===== src/pwm_stage_pkg.sv =====
package pwm_stage_pkg;

  // ****************************************************************
  // Register map (byte addresses on the AXI4-Lite port)
  // ****************************************************************
  localparam logic [7:0] OFFSET_RESTART_AND_DEADBAND = 8'h00;
  localparam logic [7:0] OFFSET_SHUTDOWN_CONTROL     = 8'h04;
  localparam logic [7:0] OFFSET_IRQ_STATUS           = 8'h08;
  localparam logic [7:0] OFFSET_IRQ_MASK             = 8'h0c;
  localparam logic [7:0] OFFSET_PIN_STATE            = 8'h10;

  // ****************************************************************
  // Field positions and reset values
  // ****************************************************************
  localparam int          DEADBAND_WIDTH        = 7;
  localparam int          RESTART_ENABLE_BIT    = 7;
  localparam int          SHUTDOWN_STATUS_BIT   = 7;
  localparam int          SOURCE_LSB            = 4;
  localparam int          PAIR_AC_LSB           = 2;
  localparam int          PAIR_BD_LSB           = 0;
  localparam int          IRQ_SHUTDOWN_BIT      = 0;
  localparam int          IRQ_RESUME_BIT        = 1;
  localparam int          IRQ_WIDTH             = 2;
  localparam logic [7:0]  RESET_RESTART_DEADBAND = 8'h00;
  localparam logic [7:0]  RESET_SHUTDOWN_CONTROL = 8'h00;
  localparam logic [1:0]  RESET_IRQ              = 2'h0;

  // ****************************************************************
  // Encodings
  // ****************************************************************
  localparam logic [1:0] MODE_SINGLE       = 2'h0;
  localparam logic [1:0] MODE_FULL_FORWARD = 2'h1;
  localparam logic [1:0] MODE_HALF_BRIDGE  = 2'h2;
  localparam logic [1:0] MODE_FULL_REVERSE = 2'h3;
  localparam logic [1:0] STATE_DRIVE_LOW   = 2'h0;
  localparam logic [1:0] STATE_DRIVE_HIGH  = 2'h1;
  localparam logic [1:0] RESP_OKAY         = 2'h0;
  localparam logic [1:0] RESP_SLVERR       = 2'h2;

  typedef enum logic {RUNNING, SHUT_DOWN} run_state_type;

  // Pins indexed A=0, B=1, C=2, D=3; oe_n low while driving
  typedef struct packed {
    logic [3:0] level;
    logic [3:0] oe_n;
  } bridge_pins_type;

  typedef struct packed {
    logic comparator1;
    logic comparator2;
    logic fault_input_pin;
  } shutdown_inputs_type;

  // Selected source level; codes 000 and 111 select nothing
  function automatic logic source_active(input logic [2:0] sel,
                                         input shutdown_inputs_type src);
    logic c1;
    logic c2;
    c1 = sel[0] & src.comparator1;
    c2 = sel[1] & src.comparator2;
    if (sel == 3'h7) begin
      source_active = 1'b0;
    end else if (sel[2]) begin
      source_active = src.fault_input_pin | c1 | c2;
    end else begin
      source_active = c1 | c2;
    end
  endfunction : source_active

endpackage : pwm_stage_pkg

===== src/deadband_delay.sv =====
`timescale 1ns/1ps
module deadband_delay #(
  parameter int WIDTH = 7
) (
  input  wire logic             aclk,
  input  wire logic             aresetn,
  input  wire logic             clk_en,
  input  wire logic             enable,
  input  wire logic [WIDTH-1:0] count,
  input  wire logic             active_in,
  output logic                  active_out
);
  logic [WIDTH-1:0] elapsed;

  // Only the rising edge waits; a pulse shorter than the count never shows
  always_ff @(posedge aclk) begin
    if (!aresetn) begin
      elapsed <= '0;
    end else if (clk_en) begin
      if (!active_in) begin
        elapsed <= '0;
      end else if (elapsed != count) begin
        elapsed <= elapsed + WIDTH'(1);
      end
    end
  end

  assign active_out = active_in & (!enable | (elapsed == count));

endmodule : deadband_delay


===== src/pair_driver.sv =====
`timescale 1ns/1ps
module pair_driver
  import pwm_stage_pkg::*;
(
  input  wire logic       [1:0] normal,
  input  wire logic             invert,
  input  wire logic             force_shutdown,
  input  wire logic       [1:0] shutdown_state,
  output logic            [1:0] level,
  output logic            [1:0] oe_n
);
  wire logic tristate = force_shutdown & shutdown_state[1];
  wire logic drive_hi = (shutdown_state == STATE_DRIVE_HIGH);

  assign level = force_shutdown ? {2{drive_hi}} : (normal ^ {2{invert}});
  assign oe_n  = {2{tristate}};

endmodule : pair_driver


===== src/pwm_deadband_autoshutdown.sv =====
`timescale 1ns/1ps
// Overview of operation
// - Half-bridge: delay only inactive-to-active edges
// - Seven-bit dead-band count in instruction cycles
// - Shutdown forces pins immediately, no clock
// - Three-bit field selects comparator/fault sources
// - Per-pair state: low, high, or tri-state
// - Hardware sets status; status holds shutdown
// - Restart enabled: status clears when cause ends
// - Restart disabled: status stays until software
// - Resume only at next period start
// - Status writes ignored while cause active
// - Comparator cause blocks any status clear
// - Writing one to status forces shutdown
// - Restart enable is delay register bit seven
// - Polarity bits invert A/C and B/D pairs
// - Enable pins after one full period; pins drive from reset here
// - Count beyond duty keeps output inactive
// - Half: A is PWM, B complement; full: no delay
module pwm_deadband_autoshutdown
  import pwm_stage_pkg::*;
#(
  parameter int ADDR_WIDTH = 8
) (
  input  wire logic                            aclk,
  input  wire logic                            aresetn,
  input  wire logic                            clk_en,
  input  wire logic         [ADDR_WIDTH-1:0]   s_axi_awaddr,
  input  wire logic                            s_axi_awvalid,
  output logic                                 s_axi_awready,
  input  wire logic         [31:0]             s_axi_wdata,
  input  wire logic         [3:0]              s_axi_wstrb,
  input  wire logic                            s_axi_wvalid,
  output logic                                 s_axi_wready,
  output logic              [1:0]              s_axi_bresp,
  output logic                                 s_axi_bvalid,
  input  wire logic                            s_axi_bready,
  input  wire logic         [ADDR_WIDTH-1:0]   s_axi_araddr,
  input  wire logic                            s_axi_arvalid,
  output logic                                 s_axi_arready,
  output logic              [31:0]             s_axi_rdata,
  output logic              [1:0]              s_axi_rresp,
  output logic                                 s_axi_rvalid,
  input  wire logic                            s_axi_rready,
  input  wire logic                            period_start,
  input  wire logic                            pwm_modulated,
  input  wire logic         [1:0]              output_config_select,
  input  wire logic         [1:0]              output_polarity_select,
  input  wire pwm_stage_pkg::shutdown_inputs_type shutdown_inputs,
  output pwm_stage_pkg::bridge_pins_type       bridge_pins,
  output logic                                 irq
);
  import pwm_stage_pkg::*;

  // ****************************************************************
  // Register and state storage
  // ****************************************************************
  logic [7:0]           pwm_restart_and_deadband;
  logic [7:0]           pwm_shutdown_control;
  logic [IRQ_WIDTH-1:0] irq_status;
  logic [IRQ_WIDTH-1:0] irq_mask;
  run_state_type        run_state;
  logic [3:0]           normal;

  logic                  aw_held;
  logic                  w_held;
  logic [ADDR_WIDTH-1:0] aw_addr;
  logic [31:0]           w_data;
  logic [3:0]            w_strb;

  // ****************************************************************
  // Field views
  // ****************************************************************
  wire logic                      restart_enable = pwm_restart_and_deadband[RESTART_ENABLE_BIT];
  wire logic [DEADBAND_WIDTH-1:0] deadband_count =
    pwm_restart_and_deadband[DEADBAND_WIDTH-1:0];
  wire logic       shutdown_status        = pwm_shutdown_control[SHUTDOWN_STATUS_BIT];
  wire logic [2:0] shutdown_source_select = pwm_shutdown_control[SOURCE_LSB +: 3];
  wire logic [1:0] pair_ac_shutdown_state = pwm_shutdown_control[PAIR_AC_LSB +: 2];
  wire logic [1:0] pair_bd_shutdown_state = pwm_shutdown_control[PAIR_BD_LSB +: 2];

  // ****************************************************************
  // AXI4-Lite write path
  // ****************************************************************
  wire logic write_fire = aw_held & w_held & !s_axi_bvalid & clk_en;
  wire logic [7:0] write_offset = 8'(aw_addr);
  wire logic write_lane = w_strb[0];
  wire logic write_mapped = (write_offset == OFFSET_RESTART_AND_DEADBAND) ||
                            (write_offset == OFFSET_SHUTDOWN_CONTROL) ||
                            (write_offset == OFFSET_IRQ_STATUS) ||
                            (write_offset == OFFSET_IRQ_MASK) ||
                            (write_offset == OFFSET_PIN_STATE);
  wire logic wr_deadband = write_fire & write_lane &
                           (write_offset == OFFSET_RESTART_AND_DEADBAND);
  wire logic wr_shutdown = write_fire & write_lane &
                           (write_offset == OFFSET_SHUTDOWN_CONTROL);
  wire logic wr_irq_status = write_fire & write_lane & (write_offset == OFFSET_IRQ_STATUS);
  wire logic wr_irq_mask = write_fire & write_lane & (write_offset == OFFSET_IRQ_MASK);

  assign s_axi_awready = !aw_held & clk_en;
  assign s_axi_wready  = !w_held & clk_en;

  always_ff @(posedge aclk) begin
    if (!aresetn) begin
      aw_held <= 1'b0;
      w_held  <= 1'b0;
      aw_addr <= '0;
      w_data  <= '0;
      w_strb  <= '0;
    end else if (clk_en) begin
      if (s_axi_awvalid && s_axi_awready) begin
        aw_held <= 1'b1;
        aw_addr <= s_axi_awaddr;
      end else if (write_fire) begin
        aw_held <= 1'b0;
      end
      if (s_axi_wvalid && s_axi_wready) begin
        w_held <= 1'b1;
        w_data <= s_axi_wdata;
        w_strb <= s_axi_wstrb;
      end else if (write_fire) begin
        w_held <= 1'b0;
      end
    end
  end

  always_ff @(posedge aclk) begin
    if (!aresetn) begin
      s_axi_bvalid <= 1'b0;
      s_axi_bresp  <= RESP_OKAY;
    end else if (clk_en) begin
      if (write_fire) begin
        s_axi_bvalid <= 1'b1;
        s_axi_bresp  <= write_mapped ? RESP_OKAY : RESP_SLVERR;
      end else if (s_axi_bready) begin
        s_axi_bvalid <= 1'b0;
      end
    end
  end

  // ****************************************************************
  // Shutdown cause and status
  // ****************************************************************
  wire logic shutdown_cause = source_active(shutdown_source_select, shutdown_inputs);

  // Cause wins over any write, so neither software nor restart can clear it
  wire logic next_status = shutdown_cause ? 1'b1 :
                           wr_shutdown ? w_data[SHUTDOWN_STATUS_BIT] :
                           restart_enable ? 1'b0 :
                           shutdown_status;

  always_ff @(posedge aclk) begin
    if (!aresetn) begin
      pwm_restart_and_deadband <= RESET_RESTART_DEADBAND;
      pwm_shutdown_control     <= RESET_SHUTDOWN_CONTROL;
    end else if (clk_en) begin
      if (wr_deadband) begin
        pwm_restart_and_deadband <= w_data[7:0];
      end
      if (wr_shutdown) begin
        pwm_shutdown_control[6:0] <= w_data[6:0];
      end
      pwm_shutdown_control[SHUTDOWN_STATUS_BIT] <= next_status;
    end
  end

  // ****************************************************************
  // Period-aligned hold
  // ****************************************************************
  // Status clearing mid-period must not restart modulation mid-period
  always_ff @(posedge aclk) begin
    if (!aresetn) begin
      run_state <= RUNNING;
    end else if (clk_en) begin
      unique case (run_state)
        RUNNING: begin
          if (shutdown_status) begin
            run_state <= SHUT_DOWN;
          end
        end
        SHUT_DOWN: begin
          if (period_start && !shutdown_status && !shutdown_cause) begin
            run_state <= RUNNING;
          end
        end
      endcase
    end
  end

  // Cause is combinational so the pins react before any clock edge
  wire logic force_shutdown = shutdown_cause | shutdown_status |
                              (run_state == SHUT_DOWN);

  // ****************************************************************
  // Mode steering and dead band
  // ****************************************************************
  wire logic half_mode = (output_config_select == MODE_HALF_BRIDGE);
  logic      delayed_a;
  logic      delayed_b;

  deadband_delay #(
    .WIDTH      (DEADBAND_WIDTH)
  ) u_delay_a (
    .aclk       (aclk),
    .aresetn    (aresetn),
    .clk_en     (clk_en),
    .enable     (half_mode),
    .count      (deadband_count),
    .active_in  (pwm_modulated),
    .active_out (delayed_a)
  );

  deadband_delay #(
    .WIDTH      (DEADBAND_WIDTH)
  ) u_delay_b (
    .aclk       (aclk),
    .aresetn    (aresetn),
    .clk_en     (clk_en),
    .enable     (half_mode),
    .count      (deadband_count),
    .active_in  (!pwm_modulated),
    .active_out (delayed_b)
  );

  logic [3:0] next_normal;
  always_comb begin
    next_normal = 4'h0;
    unique case (output_config_select)
      MODE_SINGLE:       next_normal = {3'h0, pwm_modulated};
      MODE_HALF_BRIDGE:  next_normal = {2'h0, delayed_b, delayed_a};
      MODE_FULL_FORWARD: next_normal = {pwm_modulated, 2'h0, 1'b1};
      MODE_FULL_REVERSE: next_normal = {1'b0, 1'b1, pwm_modulated, 1'b0};
    endcase
  end

  always_ff @(posedge aclk) begin
    if (!aresetn) begin
      normal <= 4'h0;
    end else if (clk_en) begin
      normal <= next_normal;
    end
  end

  // ****************************************************************
  // Pin drivers
  // ****************************************************************
  logic [1:0] ac_level;
  logic [1:0] ac_oe_n;
  logic [1:0] bd_level;
  logic [1:0] bd_oe_n;

  pair_driver u_pair_ac (
    .normal         ({normal[2], normal[0]}),
    .invert         (output_polarity_select[1]),
    .force_shutdown (force_shutdown),
    .shutdown_state (pair_ac_shutdown_state),
    .level          (ac_level),
    .oe_n           (ac_oe_n)
  );

  pair_driver u_pair_bd (
    .normal         ({normal[3], normal[1]}),
    .invert         (output_polarity_select[0]),
    .force_shutdown (force_shutdown),
    .shutdown_state (pair_bd_shutdown_state),
    .level          (bd_level),
    .oe_n           (bd_oe_n)
  );

  assign bridge_pins.level = {bd_level[1], ac_level[1], bd_level[0], ac_level[0]};
  assign bridge_pins.oe_n  = {bd_oe_n[1], ac_oe_n[1], bd_oe_n[0], ac_oe_n[0]};

  // ****************************************************************
  // Interrupts
  // ****************************************************************
  logic [IRQ_WIDTH-1:0] irq_events;
  assign irq_events[IRQ_SHUTDOWN_BIT] = next_status & !shutdown_status & clk_en;
  assign irq_events[IRQ_RESUME_BIT]   = (run_state == SHUT_DOWN) & period_start &
                                        !shutdown_status & !shutdown_cause & clk_en;

  // A new event beats a same-cycle write-one clear
  always_ff @(posedge aclk) begin
    if (!aresetn) begin
      irq_status <= RESET_IRQ;
      irq_mask   <= RESET_IRQ;
    end else if (clk_en) begin
      irq_status <= (irq_status & ~({IRQ_WIDTH{wr_irq_status}} & w_data[IRQ_WIDTH-1:0]))
                    | irq_events;
      if (wr_irq_mask) begin
        irq_mask <= w_data[IRQ_WIDTH-1:0];
      end
    end
  end

  assign irq = |(irq_status & irq_mask);

  // ****************************************************************
  // AXI4-Lite read path
  // ****************************************************************
  wire logic [7:0] read_offset = 8'(s_axi_araddr);
  logic [31:0] read_word;
  logic        read_ok;

  always_comb begin
    read_word = 32'h0;
    read_ok   = 1'b1;
    unique case (read_offset)
      OFFSET_RESTART_AND_DEADBAND: read_word = {24'h0, pwm_restart_and_deadband};
      OFFSET_SHUTDOWN_CONTROL:     read_word = {24'h0, pwm_shutdown_control};
      OFFSET_IRQ_STATUS:           read_word = {30'h0, irq_status};
      OFFSET_IRQ_MASK:             read_word = {30'h0, irq_mask};
      OFFSET_PIN_STATE:            read_word = {20'h0, run_state == SHUT_DOWN, force_shutdown,
                                                shutdown_cause, 1'b0, bridge_pins.oe_n,
                                                bridge_pins.level};
      default:                     read_ok   = 1'b0;
    endcase
  end

  assign s_axi_arready = !s_axi_rvalid & clk_en;

  always_ff @(posedge aclk) begin
    if (!aresetn) begin
      s_axi_rvalid <= 1'b0;
      s_axi_rdata  <= 32'h0;
      s_axi_rresp  <= RESP_OKAY;
    end else if (clk_en) begin
      if (s_axi_arvalid && s_axi_arready) begin
        s_axi_rvalid <= 1'b1;
        s_axi_rdata  <= read_word;
        s_axi_rresp  <= read_ok ? RESP_OKAY : RESP_SLVERR;
      end else if (s_axi_rready) begin
        s_axi_rvalid <= 1'b0;
      end
    end
  end
endmodule : pwm_deadband_autoshutdown


===== config.mk =====
export PLATFORM = sky130hd
export DESIGN_NAME = pwm_deadband_autoshutdown
export DESIGN_NICKNAME = d
export VERILOG_FILES = /design/src/pwm_stage_pkg.sv /design/src/deadband_delay.sv /design/src/pair_driver.sv /design/src/pwm_deadband_autoshutdown.sv
export SDC_FILE = /design/constraint.sdc
export NUM_CORES = 1
export LEC_CHECK = 0
export BUFFER_PORTS_ARGS = -buffer_cell sky130_fd_sc_hd__buf_2
export CAP_MARGIN = 20
export CORE_ASPECT_RATIO = 1.5
export CORE_MARGIN = 8
export CORE_UTILIZATION = 46
export DETAILED_ROUTE_END_ITERATION = 10
export PLACE_DENSITY = 0.73
export SYNTH_ARGS = -nofsm -noshare
export SYNTH_HDL_FRONTEND = slang
export SYNTH_SLANG_ARGS = --single-unit
export TNS_END_PERCENT = 10

===== constraint.sdc =====
create_clock -name aclk -period 1.85 [get_ports aclk]
set_input_delay 0.0925 -clock aclk [delete_from_list [all_inputs] [get_ports aclk]]
set_output_delay 0.0925 -clock aclk [all_outputs]
set_load 0.01 [all_outputs]

==> key figures, run 1 <==
Outcome
  – Status: finished, violations left
  – Failing checks: negative setup slack

Clock tree
  – Clock sinks: 73
  – CTS tree: yes
  – Clock transition at path regs: about 0.06 ns
  – CTS Buf Count: 9
  – CTS root buf: clkbuf_16
  – Insertion delay to the later sink of the worst-skew pair: 0.33 ns
  – H-tree levels: 3
  – Clk buf depth: 2

Placed design
  – Post-DP Area: around 4200 um^2
  – HPWL Detailed: roughly 7.6 mm
  – Placed insts: between 600 and 700
  – Port Buf Inserts: around 70
  – Dpl ws: -0.0208 ns
  – Routability cong.: 0.933

Critical path
  – Worst Path Required: 1.76 ns
  – FF-to-FF End: irq_mask[1]
  – Crit path DAT: ~1.8 ns
  – CP peak stage delay: ~0.35 ns
  – WS Path Type: register to output pin
  – Reg2reg setup slack: -0.04 ns
  – CP Cell Sequence: nand3b_1 > o21ai_2 > buf_6 > nor4b_4 > buf_4 > mux2_4 > buf_6
  – Critical path capture point type: output pin
  – Most frequent CP cell: buf_6
  – Critical path launch point type: register
  – CP Buf/Inv Count: 3
  – R2R Path Start: aw_addr[6]
  – Cells on worst reg2reg path: 5
  – CP max FO: 6
  – Critical path's top delay family: buffers and inverters
  – Slowest CP cell: dfxtp_2

Timing
  – Worst slew pin tran: 0.632 ns
  – RSZ-0062 raised after global routing: true
  – Max_slew headroom: 0.577
  – Final hold slack: about 0.006 ns
  – Final Cycle Share: 1.03
  – Setup_tns: -0.213 ns
  – Fin. Hold Viols: 0
  – Setup Skew: slightly below 0.005 ns
  – Setup-failing EPs final: 8
  – Fmax: about 530 MHz
  – Pins Over Slew Limit: 0
  – Setup WS post-layout: -0.0499 ns
  – Tmin final: ~1.9 ns

Final layout
  – Final core area utilization: 0.585
  – Layout cells sized above 1: 0.261
  – Fin cells: about 630
  – Layout area overhead: 24.4%
  – Nets: ~590
  – Filler Cell Count: around 730
  – Antenna diode count: 0
  – Post-route cell area: between 4000 and 5000 um^2

Logic synthesis
  – EDFF count, synth: 0
  – Flops & latches, synth: 73
  – Yosys warnings: 0
  – Cell with the most instances after synthesis: dfxtp_1
  – Post-Syn Area: roughly 3700 um^2
  – Yosys top cell area share: 0.390
  – Syn_area_per_cell: 8.53 um^2
  – Synth Instances: 439
  – Ys async rst share: 0
  – Unique cell type count in the Yosys netlist: 54
  – Synth top cells by count: 73 x dfxtp_1, 49 x nand2_1, 48 x a21oi_1
  – Top cells by area, synth: dfxtp_1 39%, a21oi_1 6.4%, buf_4 5.4%, mux2i_1 5.1%, nand2_1 4.9%
  – Seq/Total Area, Yosys: 0.390
  – Post-synth top area cell: dfxtp_1
  – Top_reg_cell synth: dfxtp_1

Routing
  – Drt via density: 5.51
  – Avg WL per Cell: ~16 um
  – Post-route ant nets: 0
  – Routed via count: 3488
  – Initial DRT Pass Iterations: 5
  – Post-route DRC violation count: 0
  – Final wirelength: 10.3 mm
  – Drt first-iter violations: 180

Power and ir drop
  – LEAKAGE: 1.98 nW
  – Tot Pwr: just under 4 mW
  – Power Dens Cells: 839 nW/um^2
  – Maximum vdd drop: around 0.73 mV

Global route
  – First-pass GRT wire length: about 16 mm
  – Largest net degree at the start of global routing: 36
  – Initial antenna violation count: 0
  – Total GRT Usage: 0.184
  – Gr ovfl total: 0
  – Vias in the first global route: between 3000 and 4000

Hold path
  – HP Class: input port to register
  – Hold Path Sink: aw_addr[4]
  – WHS Path Cells: 3
  – Hold_sp: s_axi_awaddr[4]

Floorplanning
  – Die Wd: 89.7 um
  – Site row count: 40
  – Initial Utilization: 0.470
  – Die area: approximately 11000 um^2
  – Core region area: approximately 8000 um^2
  – Die Ht: 126 um
  – Io pins: 119

Run
  – Max-cap violation count: 0
cell type report:
type | instances | area (um^2) | area share
multi-input combinational | 340 | 2130 | 0.458
sequential | 73 | 1470 | 0.315
clock inverter | 5 | 104 | 0.0223
timing repair buffer | 95 | 572 | 0.123
tap | 105 | 131 | 0.0282
inverter | 4 | 15.0 | 0.00322
clock buffer | 11 | 233 | 0.0500
worst max-delay path by stage:
stage / start / endpoint / slack (ns) / depth (start not counted)
final: pwm_shutdown_control[5] / bridge_pins[5] / -0.05 / 7
after global routing: pwm_shutdown_control[5] / bridge_pins[5] / -0.15 / 7
after CTS: pwm_shutdown_control[5] / bridge_pins[5] / -0.1 / 7
after detailed placement: aw_addr[0] / pwm_restart_and_deadband[0] / -0.02 / 5
after global placement: aw_addr[0] / irq_mask[1] / 0.01 / 5
after floorplan: aw_addr[0] / irq_status[0] / -0.06 / 5
worst register-to-register path, delay by kind of cell, from the launching register on:
kind             cells  cell delay, ns
flip-flops           1            0.32
multiplexers         1            0.20
AND/OR/NAND/NOR      4            1.25
layout by cell type (no fill, tap or decap), types with 16 or more instances in the layout:
| master | instances |
|---|---|
| dfxtp_1 | 69 |
| buf_2 | 65 |
| nand2_1 | 49 |
| a21oi_1 | 45 |
| nor2_1 | 41 |
| nand3_1 | 25 |
| buf_4 | 24 |
| conb_1 | 23 |
| mux2i_1 | 19 |
| o21ai_0 | 16 |
logic make-up (layout without fill, tap and decap cells):
| logic type | Yosys count | count (layout) | share of synthesized area |
|---|---|---|---|
| AOI/OAI and AO/OA | 93 | 93 | 0.147 |
| adders and majority gates | 2 | 2 | 0.00668 |
| muxes | 29 | 29 | 0.0869 |
| xor gates and xnor gates | 25 | 25 | 0.0585 |
| other | 1 | 23 | 0.00100 |
| DFF | 73 | 73 | 0.390 |
| buffers and inverters | 48 | 115 | 0.0812 |
| and+or+nand+nor | 168 | 168 | 0.228 |
what timing repair did:
item                       CTS  global route
pin swaps                    1             3
setup endpoints to repair   20            28
resized for setup           10            13
buffers inserted             4             0
hold endpoints to repair     1             0
hold buffers                 1             0
flip-flops by register name, summed over array words and instances, names as in the netlist, 2 cells and up:
name / cells
u_delay_a.elapsed: 7
aw_addr: 8
u_delay_b.elapsed: 7
irq_mask: 2
normal: 4
s_axi_rdata: 11
pwm_shutdown_control: 8
irq_status: 2
w_data: 8
pwm_restart_and_deadband: 8
routing by layer:
metal,up-vias,global-route usage,share of wire
met1,1655,0.179,0.36
met4,0,0.117,0.044
met2,125,0.331,0.53
met5,-,0,0
met3,38,0.0440,0.059
li1,1670,-,-
where the power goes:
part | leakage (nW) | total, mW | switching (mW) | internal [mW]
clock | 0.164 | 1.95 | 0.638 | 1.32
combinational | 1.23 | 0.325 | 0.198 | 0.127
sequential | 0.593 | 1.63 | 0.0270 | 1.60
No activity file was read; power rests on OpenSTA's default activity.
==> run 2: changes to the inputs <==
--- a/config.mk
+++ b/config.mk
@@ -5,13 +5,14 @@
 export SDC_FILE = /design/constraint.sdc
 export NUM_CORES = 1
 export LEC_CHECK = 0
-export BUFFER_PORTS_ARGS = -buffer_cell sky130_fd_sc_hd__buf_2
+export BUFFER_PORTS_ARGS = -buffer_cell sky130_fd_sc_hd__buf_4
 export CAP_MARGIN = 20
 export CORE_ASPECT_RATIO = 1.5
 export CORE_MARGIN = 8
-export CORE_UTILIZATION = 46
+export CORE_UTILIZATION = 53
+export CTS_BUF_LIST = sky130_fd_sc_hd__clkbuf_4
 export DETAILED_ROUTE_END_ITERATION = 10
-export PLACE_DENSITY = 0.73
+export PLACE_DENSITY = 0.8
 export SYNTH_ARGS = -nofsm -noshare
 export SYNTH_HDL_FRONTEND = slang
 export SYNTH_SLANG_ARGS = --single-unit
==> constraint.sdc (replaced) <==
create_clock -name aclk -period 2 [get_ports aclk]
set_input_delay 0.1 -clock aclk [delete_from_list [all_inputs] [get_ports aclk]]
set_output_delay 0.1 -clock aclk [all_outputs]
set_load 0.01 [all_outputs]
==> run 2 against run 1 <==
Compared with the run above:
- the flow still finishes with violations (negative setup slack)
- cell count is 0.16% higher
- sequential power is 7% lower
- combinational power is 15% higher
- sequential share of layout area is 1.3 points lower
- clock-buffer cell count is 2 lower
- setup slack better by 0.033 ns
- clock skew is 0.011 ns higher
- first-iteration DRC count is 32% higher
- global-route usage is 3.2 points higher
- clock power is 50% lower
- critical path depth is 1 lower
- core utilization is 12 points higher
==> key figures, run 2 (synthesis gave the netlist of run 1 again) <==
Final layout
  – Layout cells sized above 1: 0.228 (was 0.261)
  – Final core area utilization: 0.709 (was 0.585)
  – Antenna diode count: 0 (unchanged)
  – Max FFs per register: 11 (unchanged)
  – Commonest non-fill, non-tap cells in the layout: 82 x buf_4, 71 x dfxtp_1, 49 x nand2_1 (was 69 x dfxtp_1, 65 x buf_2, 49 x nand2_1)
  – Layout area overhead: 29.7% (was 24.4%)
  – Filler Cell Count: 535 (was 732)
  – Largest register by flop count: s_axi_rdata (unchanged)
  – Nets: 622 (was 594)
  – Most common cell after layout, fill and taps aside: buf_4 (was dfxtp_1)

Routing
  – Drt via density: 5.62 (was 5.51)
  – Final wirelength: 10.8 mm (was 10.3 mm)
  – Avg WL per Cell: 17.0 um (was 16.3 um)
  – Drt first-iter violations: 238 (was 180)
  – Post-route ant nets: 0 (unchanged)
  – Initial DRT Pass Iterations: 4 (was 5)
  – Routed via count: 3565 (was 3488)
  – Post-route DRC violation count: 0 (unchanged)

Floorplanning
  – Core region area: 6850 um^2 (was 7960 um^2)
  – Die Ht: 119 um (was 126 um)
  – Die area: 10100 um^2 (was 11300 um^2)
  – Io pins: 119 (unchanged)
  – Die Wd: 84.6 um (was 89.7 um)
  – Initial Utilization: 0.546 (was 0.470)
  – Site row count: 37 (was 40)

Global route
  – First-pass GRT wire length: 17.6 mm (was 16.2 mm)
  – Initial antenna violation count: 0 (unchanged)
  – Largest net degree at the start of global routing: 47 (was 36)
  – Vias in the first global route: 3609 (was 3421)
  – Total GRT Usage: 0.216 (was 0.184)
  – Gr ovfl total: 0 (unchanged)

Critical path
  – WS Path Type: register to output pin (unchanged)
  – Critical path capture point type: output pin (unchanged)
  – Reg2reg setup slack: 0.13 ns (was -0.04 ns)
  – Critical path launch point type: register (unchanged)
  – CP max FO: 6 (unchanged)
  – Worst Path Required: 1.90 ns (was 1.76 ns)
  – Crit path DAT: 1.92 ns (was 1.81 ns)

Timing
  – Final Cycle Share: 1.01
  – Setup-failing EPs final: 3 (was 8)
  – Fin. Hold Viols: 0 (unchanged)
  – Pins Over Slew Limit: 0 (unchanged)
  – Worst slew pin tran: 0.648 ns (was 0.632 ns)
  – RSZ-0062 raised after global routing: true (unchanged)
  – Setup WS post-layout: -0.0168 ns (was -0.0499 ns)
  – Final hold slack: 0.000633 ns (was 0.00601 ns)
  – Max_slew headroom: 0.566 (was 0.577)
  – Tmin final: roughly 2.0 ns
  – Setup Skew: 0.0157 ns (was 0.00491 ns)
  – Fmax: 496 MHz

Placed design
  – HPWL Detailed: 7.46 mm (was 7.64 mm)
  – Port Buf Inserts: 68 (unchanged)
  – Routability cong.: 0.916 (was 0.933)

Power and ir drop
  – LEAKAGE: 1.98 nW (about the same)
  – Power Dens Cells: 587 nW/um^2 (was 839 nW/um^2)
  – Sw power: 798 uW (was 863 uW)
  – Comb pwr share: 0.131 (was 0.083)
  – Int Pwr: 2.05 mW (was 3.04 mW)
  – Tot Pwr: 2.85 mW (was 3.91 mW)
  – Clock power frac: 0.340 (was 0.500)
  – Reg power frac: 0.529 (was 0.417)
  – Maximum vdd drop: 0.479 mV (was 0.728 mV)
  – Sw Share: 0.280 (was 0.221)

Outcome
  – Failing checks: negative setup slack (unchanged)
  – Status: finished, violations left (unchanged)

Clock tree
  – CTS tree: yes (unchanged)
  – Clk buf depth: 2 (unchanged)
  – Clock transition at path regs: 0.14 ns (was 0.06 ns)
  – Clock sinks: 73 (unchanged)
  – CTS root buf: clkbuf_4 (was clkbuf_16)
  – CTS Buf Count: 9 (unchanged)
  – H-tree levels: 3 (unchanged)
  – Insertion delay to the later sink of the worst-skew pair: 0.44 ns (was 0.33 ns)

Run
  – Max-cap violation count: 0 (unchanged)

Hold path
  – HP Class: input port to register (unchanged)
==> run 2: cell types whose count changed in the layout (fill, tap and decap cells not counted), sizes merged <==
cell / change
clkinv: +1
inv: +2
buf: -10
clkinvlp: +1
dlygate4sd3: +38
bufinv: -2
clkbuf: -2
==> run 2: cell type report <==
type                       count  area (um^2)  area share
multi-input combinational    340         2100       0.432
clock buffer                   9         67.6      0.0139
inverter                       4         15.0     0.00309
tap                           78         97.6      0.0201
sequential                    73         1470       0.303
clock inverter                 7         77.6      0.0160
timing repair buffer         123         1030       0.212
==> run 2: path summary, 6_finish.rpt <==
kind | from | endpoint | cells past startpoint
setup / recovery | pwm_shutdown_control[4] | bridge_pins[5] | 6
hold / removal | clk_en | s_axi_bvalid | 4
hold reg to reg | aw_addr[1] | aw_addr[1] | 2
setup reg to reg | pwm_restart_and_deadband[6] | u_delay_b.elapsed[2] | 6
==> run 2: power by group through the flow <==
| stage | Combinational, mW | Clock (mW) | Sequential [mW] |
|---|---|---|---|
| 6_report | 0.374 | 0.969 | 1.51 |
| 5_1_grt | 0.405 | 1.05 | 1.51 |
| 4_1_cts | 0.361 | 0.975 | 1.51 |
| 3_5_place_dp | 0.301 | 0 | 1.54 |
| 3_3_place_gp | 0.295 | 0 | 1.54 |
| 2_1_floorplan | 0.203 | 0 | 1.53 |
==> run 2: worst max-delay path, cell delays in order, from the launching register on <==
cell and delay (ns):
dfxtp_4 0.40, and2_4 0.15, nor2_2 0.04, nor4b_2 0.26
buf_4 0.19, mux2_4 0.32, buf_6 0.12
==> run 2: per-layer routing <==
metal,part of all wire,track usage,vias to the layer above
met5,0,0,-
met3,0.058,0.0509,28
met2,0.54,0.407,130
met1,0.36,0.211,1679
met4,0.037,0.118,0
li1,-,-,1728
==> run 2: per-stage QoR <==
stage	cells	instance area (um^2)	setup WS (ns)	setup TNS [ns]
2_1_floorplan	461	3830	0.0699	0
6_report	634	4850	-0.0168	-0.0279
3_3_place_gp	576	4240	0.161	0
5_1_grt	634	4850	-0.108	-0.437
3_5_place_dp	576	4240	0.0714	0
4_1_cts	634	4830	0.00109	0
==> run 2: repair_timing <==
| action | 4_1_cts | 5_1_grt |
|---|---|---|
| setup endpoints to repair | 4 | 12 |
| pin swaps | 1 | 3 |
| endpoints found under the hold margin | 24 | 0 |
| setup buffers | 3 | 0 |
| hold buffers | 39 | 0 |
| gates resized for setup | 11 | 6 |
